$ cat src/include/bcw_pkg.sv
// Package of offsets, field positions and codes for the boot configuration word decoder.
package bcw_pkg;

   // ************************************************************
   // Register offsets.
   // ************************************************************
   localparam logic [7:0] ADDR_CFG_WORD = 8'h00;
   localparam logic [7:0] ADDR_ECC_CTRL = 8'h04;
   localparam logic [7:0] ADDR_STATUS = 8'h08;

   // ************************************************************
   // Configuration word field positions.
   // ************************************************************
   localparam int POS_FLASH_SLEEP_POWERDOWN = 10;
   localparam int POS_ECC_HI = 9;
   localparam int POS_ECC_LO = 8;
   localparam int POS_RSVD = 7;
   localparam int POS_BOOT_INSTRUCTION_SET_SELECT = 6;
   localparam int POS_TRACE = 5;
   localparam int POS_ICE_HI = 4;
   localparam int POS_ICE_LO = 3;
   localparam int POS_TEST_PORT = 2;
   localparam int POS_DBG_HI = 1;
   localparam int POS_DBG_LO = 0;

   // ************************************************************
   // System configuration register field positions.
   // ************************************************************
   localparam int POS_RT_ECC_LO = 4;
   localparam int POS_RT_TEST_PORT = 3;

   // ************************************************************
   // Codes.
   // ************************************************************
   localparam logic [1:0] ECC_OFF_WRITABLE = 2'h3;
   localparam logic [1:0] ECC_OFF_LOCKED = 2'h2;
   localparam logic [1:0] ECC_DYNAMIC = 2'h1;
   localparam logic [1:0] ECC_FULL = 2'h0;
   localparam logic [1:0] ISA_STANDARD = 2'h2;
   localparam logic [1:0] ISA_COMPRESSED = 2'h3;
   localparam logic [1:0] ICE_PAIR_ONE = 2'h3;
   localparam logic [1:0] ICE_PAIR_TWO = 2'h2;
   localparam logic [1:0] DBG_FORCED = 2'h3;

   // ************************************************************
   // Reset values.
   // ************************************************************
   localparam logic [31:0] RST_CFG_WORD = 32'hffff_ffff;
   localparam logic [1:0] RST_RT_ECC = 2'h3;

endpackage : bcw_pkg

$ cat src/logic/bcw_decoder.sv
// Boot configuration word decoder: captures the word at reset and drives flash, CPU and debug controls.
// Functional notes
// Flash sleep power bit 1 powers the flash down in Sleep, 0 keeps it powered.
// Each device reset copies the two-bit flash ECC setting into the runtime ECC field at bits 5:4.
// ECC setting 11 disables ECC and dynamic ECC and leaves the runtime field writable.
// Setting 10 disables ECC with the field locked; 01 enables dynamic ECC with the field locked.
// Setting 00 enables ECC, locks the field and blocks single-word flash programming.
// Boot ISA bit 1 selects the standard set: exception flag 0 and ISA field 10.
// Boot ISA bit 0 selects the compressed set: exception flag 1 and ISA field 11.
// The trace bit enables CPU trace when 1 and disables it when 0.
// Debug channel select 11 picks pair one, 10 picks pair two, 01 and 00 are reserved.
// The test port bit enables the port and loads the runtime test port enable bit.
// The debugger is disabled when the upper debug bit is 1 and enabled when it is 0.
// Code protection forces the debug field to 11 so the debugger stays off.
// Decoded values are captured once at reset and held until the next reset; test_port_enable_ff and the unlocked ECC field follow ADDR_ECC_CTRL writes.
//
// Local design decisions: strobed register access and the register offsets.
`timescale 1ns/1ps
`default_nettype none
module bcw_decoder
(
   // Clock and reset.
   input wire logic core_clk,
   input wire logic rstn,
   // Configuration storage.
   input wire logic [31:0] device_config_word0,
   input wire logic code_protect,
   // Register port.
   input wire logic [7:0] reg_addr,
   input wire logic [31:0] reg_wdata,
   input wire logic reg_wr,
   input wire logic reg_rd,
   output logic [31:0] reg_rdata_ff,
   // Flash controls.
   output logic flash_sleep_powerdown_ff,
   output logic [1:0] runtime_ecc_control_ff,
   output logic ecc_enable_ff,
   output logic dyn_ecc_enable_ff,
   output logic word_prog_block_ff,
   // CPU controls.
   output logic exception_isa_flag_ff,
   output logic [1:0] cpu_isa_field_ff,
   output logic trace_enable_ff,
   // Debug controls.
   output logic programming_pair_one_ff,
   output logic programming_pair_two_ff,
   output logic ice_sel_reserved_ff,
   output logic test_port_enable_ff,
   output logic debugger_enable_ff,
   // Status.
   output logic config_valid_ff
);

   // ************************************************************
   // Capture of the configuration word.
   // ************************************************************
   typedef enum logic [0:0] {ST_CAPTURE, ST_RUN} bcw_state_t;
   bcw_state_t state_ff;
   bcw_state_t nxt_state;
   logic [31:0] cfg_ff;
   logic [31:0] nxt_cfg;
   logic rt_test_port_ff;
   logic nxt_rt_test_port;
   wire logic capture = (state_ff == ST_CAPTURE);
   wire logic [31:0] cfg_eff = capture ? nxt_cfg : cfg_ff;

   always_comb
   begin
      unique case (state_ff)
         ST_CAPTURE: nxt_state = ST_RUN;
         ST_RUN: nxt_state = ST_RUN;
      endcase
   end

   // Code protection overrides whatever debug code was stored.
   assign nxt_cfg = capture ?
                    {device_config_word0[31:2],
                     code_protect ? bcw_pkg::DBG_FORCED : device_config_word0[1:0]} :
                    cfg_ff;

   always_ff @(posedge core_clk or negedge rstn)
   begin
      if (!rstn)
      begin
         state_ff <= ST_CAPTURE;
      end
      else
      begin
         state_ff <= nxt_state;
      end
   end

   always_ff @(posedge core_clk or negedge rstn)
   begin
      if (!rstn)
      begin
         cfg_ff <= bcw_pkg::RST_CFG_WORD;
      end
      else
      begin
         cfg_ff <= nxt_cfg;
      end
   end

   // ************************************************************
   // Register decode.
   // ************************************************************
   function automatic logic hit(input logic [7:0] a, input logic [7:0] ofs);
      hit = (a == ofs);
   endfunction : hit

   wire logic wr_ecc = reg_wr && hit(reg_addr, bcw_pkg::ADDR_ECC_CTRL);
   wire logic ecc_locked;
   logic [1:0] rt_ecc;

   bcw_ecc_ctrl u_ecc
   (
      .core_clk(core_clk),
      .rstn(rstn),
      .load(capture),
      .boot_setting(cfg_eff[bcw_pkg::POS_ECC_HI:bcw_pkg::POS_ECC_LO]),
      .sw_we(wr_ecc),
      .sw_data(reg_wdata[bcw_pkg::POS_RT_ECC_LO+1:bcw_pkg::POS_RT_ECC_LO]),
      .runtime_ecc_control_ff(rt_ecc),
      .locked_ff(ecc_locked)
   );

   // Runtime test port bit follows the word at reset and is software writable afterwards.
   assign nxt_rt_test_port = capture ? cfg_eff[bcw_pkg::POS_TEST_PORT] :
                             wr_ecc ? reg_wdata[bcw_pkg::POS_RT_TEST_PORT] : rt_test_port_ff;

   wire logic [31:0] sys_cfg_word = {26'h0, rt_ecc, rt_test_port_ff, 3'h0};
   wire logic [31:0] status_word = {30'h0, ecc_locked, !capture};
   wire logic [31:0] rd_mux = hit(reg_addr, bcw_pkg::ADDR_CFG_WORD) ? cfg_ff :
                              hit(reg_addr, bcw_pkg::ADDR_ECC_CTRL) ? sys_cfg_word :
                              hit(reg_addr, bcw_pkg::ADDR_STATUS) ? status_word : 32'h0;

   // ************************************************************
   // Decoded controls.
   // ************************************************************
   wire logic isa_flag;
   wire logic [1:0] isa_field;

   bcw_isa_decode u_isa
   (
      .boot_instruction_set_select(cfg_eff[bcw_pkg::POS_BOOT_INSTRUCTION_SET_SELECT]),
      .exception_isa_flag(isa_flag),
      .cpu_isa_field(isa_field)
   );

   wire logic [1:0] ecc_set = cfg_eff[bcw_pkg::POS_ECC_HI:bcw_pkg::POS_ECC_LO];
   wire logic [1:0] ice_set = cfg_eff[bcw_pkg::POS_ICE_HI:bcw_pkg::POS_ICE_LO];
   wire logic nxt_ecc_en = (ecc_set == bcw_pkg::ECC_FULL);
   wire logic nxt_dyn_en = (ecc_set == bcw_pkg::ECC_DYNAMIC);
   wire logic nxt_pair1 = (ice_set == bcw_pkg::ICE_PAIR_ONE);
   wire logic nxt_pair2 = (ice_set == bcw_pkg::ICE_PAIR_TWO);

   // ************************************************************
   // Output registers, one short process for each control.
   // ************************************************************
   always_ff @(posedge core_clk or negedge rstn)
   begin
      if (!rstn)
      begin
         reg_rdata_ff <= 32'h0;
      end
      else
      begin
         reg_rdata_ff <= reg_rd ? rd_mux : 32'h0;
      end
   end

   always_ff @(posedge core_clk or negedge rstn)
   begin
      if (!rstn)
      begin
         rt_test_port_ff <= 1'b0;
      end
      else
      begin
         rt_test_port_ff <= nxt_rt_test_port;
      end
   end

   always_ff @(posedge core_clk or negedge rstn)
   begin
      if (!rstn)
      begin
         flash_sleep_powerdown_ff <= 1'b0;
      end
      else
      begin
         flash_sleep_powerdown_ff <= cfg_eff[bcw_pkg::POS_FLASH_SLEEP_POWERDOWN];
      end
   end

   always_ff @(posedge core_clk or negedge rstn)
   begin
      if (!rstn)
      begin
         runtime_ecc_control_ff <= bcw_pkg::RST_RT_ECC;
      end
      else
      begin
         runtime_ecc_control_ff <= rt_ecc;
      end
   end

   always_ff @(posedge core_clk or negedge rstn)
   begin
      if (!rstn)
      begin
         ecc_enable_ff <= 1'b0;
      end
      else
      begin
         ecc_enable_ff <= nxt_ecc_en;
      end
   end

   always_ff @(posedge core_clk or negedge rstn)
   begin
      if (!rstn)
      begin
         dyn_ecc_enable_ff <= 1'b0;
      end
      else
      begin
         dyn_ecc_enable_ff <= nxt_dyn_en;
      end
   end

   always_ff @(posedge core_clk or negedge rstn)
   begin
      if (!rstn)
      begin
         word_prog_block_ff <= 1'b0;
      end
      else
      begin
         word_prog_block_ff <= nxt_ecc_en;
      end
   end

   always_ff @(posedge core_clk or negedge rstn)
   begin
      if (!rstn)
      begin
         exception_isa_flag_ff <= 1'b0;
      end
      else
      begin
         exception_isa_flag_ff <= isa_flag;
      end
   end

   always_ff @(posedge core_clk or negedge rstn)
   begin
      if (!rstn)
      begin
         cpu_isa_field_ff <= bcw_pkg::ISA_STANDARD;
      end
      else
      begin
         cpu_isa_field_ff <= isa_field;
      end
   end

   always_ff @(posedge core_clk or negedge rstn)
   begin
      if (!rstn)
      begin
         trace_enable_ff <= 1'b0;
      end
      else
      begin
         trace_enable_ff <= cfg_eff[bcw_pkg::POS_TRACE];
      end
   end

   always_ff @(posedge core_clk or negedge rstn)
   begin
      if (!rstn)
      begin
         programming_pair_one_ff <= 1'b0;
      end
      else
      begin
         programming_pair_one_ff <= nxt_pair1;
      end
   end

   always_ff @(posedge core_clk or negedge rstn)
   begin
      if (!rstn)
      begin
         programming_pair_two_ff <= 1'b0;
      end
      else
      begin
         programming_pair_two_ff <= nxt_pair2;
      end
   end

   always_ff @(posedge core_clk or negedge rstn)
   begin
      if (!rstn)
      begin
         ice_sel_reserved_ff <= 1'b0;
      end
      else
      begin
         ice_sel_reserved_ff <= !nxt_pair1 && !nxt_pair2;
      end
   end

   always_ff @(posedge core_clk or negedge rstn)
   begin
      if (!rstn)
      begin
         test_port_enable_ff <= 1'b0;
      end
      else
      begin
         test_port_enable_ff <= nxt_rt_test_port;
      end
   end

   always_ff @(posedge core_clk or negedge rstn)
   begin
      if (!rstn)
      begin
         debugger_enable_ff <= 1'b0;
      end
      else
      begin
         debugger_enable_ff <= !cfg_eff[bcw_pkg::POS_DBG_HI];
      end
   end

   always_ff @(posedge core_clk or negedge rstn)
   begin
      if (!rstn)
      begin
         config_valid_ff <= 1'b0;
      end
      else
      begin
         config_valid_ff <= 1'b1;
      end
   end

endmodule : bcw_decoder
`default_nettype wire

$ cat src/logic/bcw_ecc_ctrl.sv
// Runtime flash ECC control field with boot load and lock.
`timescale 1ns/1ps
`default_nettype none
module bcw_ecc_ctrl
(
   // Clock and reset.
   input wire logic core_clk,
   input wire logic rstn,
   // Boot load.
   input wire logic load,
   input wire logic [1:0] boot_setting,
   // Software write.
   input wire logic sw_we,
   input wire logic [1:0] sw_data,
   // State.
   output logic [1:0] runtime_ecc_control_ff,
   output logic locked_ff
);

   logic [1:0] nxt_runtime_ecc_control;
   logic nxt_locked;
   wire logic boot_unlocked = (boot_setting == bcw_pkg::ECC_OFF_WRITABLE);

   assign nxt_locked = load ? !boot_unlocked : locked_ff;
   assign nxt_runtime_ecc_control = load ? boot_setting :
                                    (sw_we && !locked_ff) ? sw_data : runtime_ecc_control_ff;

   always_ff @(posedge core_clk or negedge rstn)
   begin
      if (!rstn)
      begin
         runtime_ecc_control_ff <= bcw_pkg::RST_RT_ECC;
         locked_ff <= 1'b0;
      end
      else
      begin
         runtime_ecc_control_ff <= nxt_runtime_ecc_control;
         locked_ff <= nxt_locked;
      end
   end

endmodule : bcw_ecc_ctrl
`default_nettype wire

$ cat src/logic/bcw_isa_decode.sv
// Boot instruction set decode towards the CPU configuration register three.
`timescale 1ns/1ps
`default_nettype none
module bcw_isa_decode
(
   // Input.
   input wire logic boot_instruction_set_select,
   // Outputs.
   output logic exception_isa_flag,
   output logic [1:0] cpu_isa_field
);

   assign exception_isa_flag = !boot_instruction_set_select;
   assign cpu_isa_field = boot_instruction_set_select ? bcw_pkg::ISA_STANDARD : bcw_pkg::ISA_COMPRESSED;

endmodule : bcw_isa_decode
`default_nettype wire

$ cat config.mk
export PLATFORM = sky130hd
export DESIGN_NAME = bcw_decoder
export DESIGN_NICKNAME = d
export VERILOG_FILES = /design/src/include/bcw_pkg.sv /design/src/logic/bcw_decoder.sv /design/src/logic/bcw_ecc_ctrl.sv /design/src/logic/bcw_isa_decode.sv
export SDC_FILE = /design/constraint.sdc
export NUM_CORES = 1
export LEC_CHECK = 0
export ABC_CLOCK_PERIOD_IN_PS = 1600
export BUFFER_PORTS_ARGS = -buffer_cell sky130_fd_sc_hd__buf_2
export CAP_MARGIN = 20
export CORE_UTILIZATION = 33
export CTS_CLUSTER_SIZE = 25
export DETAILED_ROUTE_END_ITERATION = 8
export REMOVE_ABC_BUFFERS = 1
export SYNTH_ARGS = -nofsm -noshare
export SYNTH_HDL_FRONTEND = slang
export SYNTH_HIERARCHICAL = 1
export SYNTH_SLANG_ARGS = --single-unit
$ cat constraint.sdc
create_clock -name core_clk -period 1.6 [get_ports core_clk]
set_input_delay 0.24 -clock core_clk [delete_from_list [all_inputs] [get_ports core_clk]]
set_output_delay 0.24 -clock core_clk [all_outputs]
set_load 0.03 [all_outputs]
==> flow_metrics.tcl <==
set metrics [dict create \
    syn-cell-area_sq_um 2990 \
    n_antenna_cell 0 \
    whs_endpoint "cfg_ff[15]" \
    clock_skew_ns 0.00984 \
    yosysWarnings 6 \
    fin_crit_sh_pct 89.2 \
    clk_pin_slew_ns 0.08 \
    yosysTopAreaCellShare_pct 37.7 \
    dieWidth_um 97.1 \
    critPathRequiredTime_ns 1.85 \
    path_class "in -> reg" \
    hp-class "in -> reg" \
    finalSetupTns_ns 0 \
    synth_top_cell_by_area "dfrtp_1" \
    drcViolationCount 0 \
    coreArea_sq_um 8720 \
    rsz0062_at_grt "false" \
    port_buffers 95 \
    area_growth_pct 30.8 \
    worstReg2RegStart "config_valid_ff" \
    num_rows 34 \
    clock-sinks 82 \
    antenna_found_initial 0 \
    hold_start "device_config_word0[15]" \
    grt_pass1_wl_mm 8.97 \
    synth_cells 200 \
    yosysUniqueCellTypes 28 \
    vias 1815 \
    die_h_um 97.1 \
    ant_nets 0 \
    drv_cap 0 \
    start_util_pct 34.2 \
    cp-end-kind "flop" \
    root_buffer "clkbuf_8" \
    fin_util_pct 44.8 \
    setup_slack_ns 0.172 \
    yosys-top-cells-area "dfrtp_1, dfstp_2, mux2_1, and2_1, mux2i_1" \
    fin_crit_ns 1.43 \
    cp.arrival_ns 1.68 \
    grt_max_degree 83 \
    overflow 0 \
    dpl_worst_slack_ns -0.159 \
    numCtsBuffers 9 \
    ys_ff_latch 82 \
    gp_congestion 0.812 \
    rr_worst_depth 3 \
    ir_worst_vdd_mv 0.431 \
    p_per_area_nw_per_um2 1200 \
    finalPower_mw 4.70 \
    drive_gt1_share_pct 52.9 \
    fin_hold_ws_ns 0.113 \
    rrSetupSlack_ns 0.36 \
    worstHoldPathCells 2 \
    netSwitchingFraction_pct 21.7 \
    clkLatencyLatePin_ns 0.34 \
    status "completed" \
    pwr-share-seq_pct 49.4 \
    die_area_sq_um 9430 \
    cts_tree "yes" \
    p_comb_share_pct 8.6 \
    switchingPower_mw 1.02 \
    pin_count 125 \
    start_kind "input pin" \
    fmax_mhz 700 \
    post_drt_wl_per_cell_um 12.7 \
    cp_max_fo 4 \
    htree_levels 3 \
    drtPass1Iterations 4 \
    dp_hpwl_mm 3.75 \
    pwr-share-clk_pct 42.0 \
    wirelength_mm 5.31 \
    syn_avg_cell_area_sq_um 14.9 \
    clockBufferDepth 2 \
    internal-power_mw 3.68 \
    seq_area_frac_synth_pct 70.3 \
    leakage_nw 1.95 \
    grt_pass1_vias 1891 \
    r2r_end "flash_sleep_powerdown_ff" \
    via_per_inst 4.34 \
    final_net_count 382 \
    drv_slew 0 \
    setup_violations 0 \
    hold_violations 0 \
    track_usage_pct 12.1 \
    drt-initial-drc-count 61 \
]
## registers in the layout, indices dropped and copies added (netlist names), named ones only
name and count:
reg_rdata_ff 32, cfg_ff 29, cpu_isa_field_ff 2, runtime_ecc_control_ff 2, u_ecc/runtime_ecc_control_ff 2, config_valid_ff 1
debugger_enable_ff 1, dyn_ecc_enable_ff 1, ecc_enable_ff 1, exception_isa_flag_ff 1, flash_sleep_powerdown_ff 1, ice_sel_reserved_ff 1
programming_pair_one_ff 1, programming_pair_two_ff 1, test_port_enable_ff 1, trace_enable_ff 1, u_ecc/locked_ff 1
## worst max path at each step
stage	startpoint	to	depth (start not counted)	slack, ns
2_1_floorplan	config_valid_ff	u_ecc/runtime_ecc_control_ff[1]	3	-0.36
3_3_place_gp	reg_addr[5]	reg_rdata_ff[2]	6	-0.16
3_5_place_dp	reg_addr[5]	u_ecc/runtime_ecc_control_ff[1]	6	-0.16
4_1_cts	config_valid_ff	config_valid_ff	2	0.01
5_1_grt	reg_addr[5]	u_ecc/runtime_ecc_control_ff[0]	6	0.11
6_report	reg_addr[5]	u_ecc/runtime_ecc_control_ff[1]	6	0.17
## kinds of logic after synthesis
logic type             after synthesis  share of synthesized area (%)
other                                2                          0.252
muxes                               35                           13.0
and+or+nand+nor                     56                           11.7
buffers and inverters               18                           3.23
AOI/OAI and AO/OA                    7                           1.59
DFF                                 82                           70.3
## power groups by stage
stage	clock (mW)	sequential, mW	combinational [mW]
floorplan	0	2.44	0.127
CTS	2.03	2.33	0.404
finish	1.97	2.32	0.402
detailed placement	0	2.37	0.401
global route	2.13	2.34	0.442
global placement	0	2.36	0.392
## worst max-delay path, stage by stage
cell      delay [ns]
buf_2           0.10
or4_4           0.54
or2_1           0.25
nor2_1          0.22
nor2b_1         0.22
o311ai_1        0.11
## through the flow
stage          instances  area (sq um)
6_report             418          3900
5_1_grt              418          3900
4_1_cts              416          3890
3_5_place_dp         399          3600
3_3_place_gp         399          3600
2_1_floorplan        190          2920
## final cells by class
| type | instances | area (sq um) |
|---|---|---|
| sequential | 82 | 2100 |
| multi-input combinational | 100 | 791 |
| timing repair buffer | 104 | 573 |
| clock inverter | 6 | 138 |
| inverter | 8 | 30.0 |
| clock buffer | 10 | 138 |
| fill | 807 | 4820 |
| tap | 108 | 135 |
## cell usage after synthesis (all sizes together)
cell type,number
dfstp,37
a31oi,2
nor2b,3
dfrtp,45
mux2,29
nand3b,1
or2,2
buf,7
mux2i,6
inv,8
o21ai,2
nor4b,1
o31ai,1
nor2,11
clkbuf,3
nand4bb,2
and2,27
nor4,2
conb,2
or4,3
nand2,4
o311ai,2
## placed cells by master, fill, tap and decap left out, types with 3 or more instances in the layout
master | netlist | final
mux2_2 | 3 | 3
bufinv_16 | 0 | 4
and2_1 | 27 | 27
nand2_1 | 4 | 4
dfrtp_1 | 45 | 44
nor2_1 | 11 | 11
inv_1 | 7 | 7
nor2b_1 | 3 | 3
dfstp_2 | 37 | 37
buf_2 | 2 | 94
mux2i_1 | 6 | 6
mux2_1 | 26 | 26
buf_4 | 3 | 7
clkbuf_8 | 0 | 10
## routing by layer
metal  vias up  global-route usage [%]  routed length, um
met1       876                    15.3               2390
met2        64                    19.2               2520
met4         0                    5.86                 74
li1        866                       -                  -
met3         9                    3.53                314
met5         -                       0                  0
## timing repair
item / 4_1_cts / 5_1_grt
hold buffers: 1 / 0
setup endpoints to repair: 0 / 1
gates resized for setup: 0 / 0
hold endpoints to repair: 45 / 0
setup buffers: 0 / 2
No activity file was read; power rests on OpenSTA's default activity.
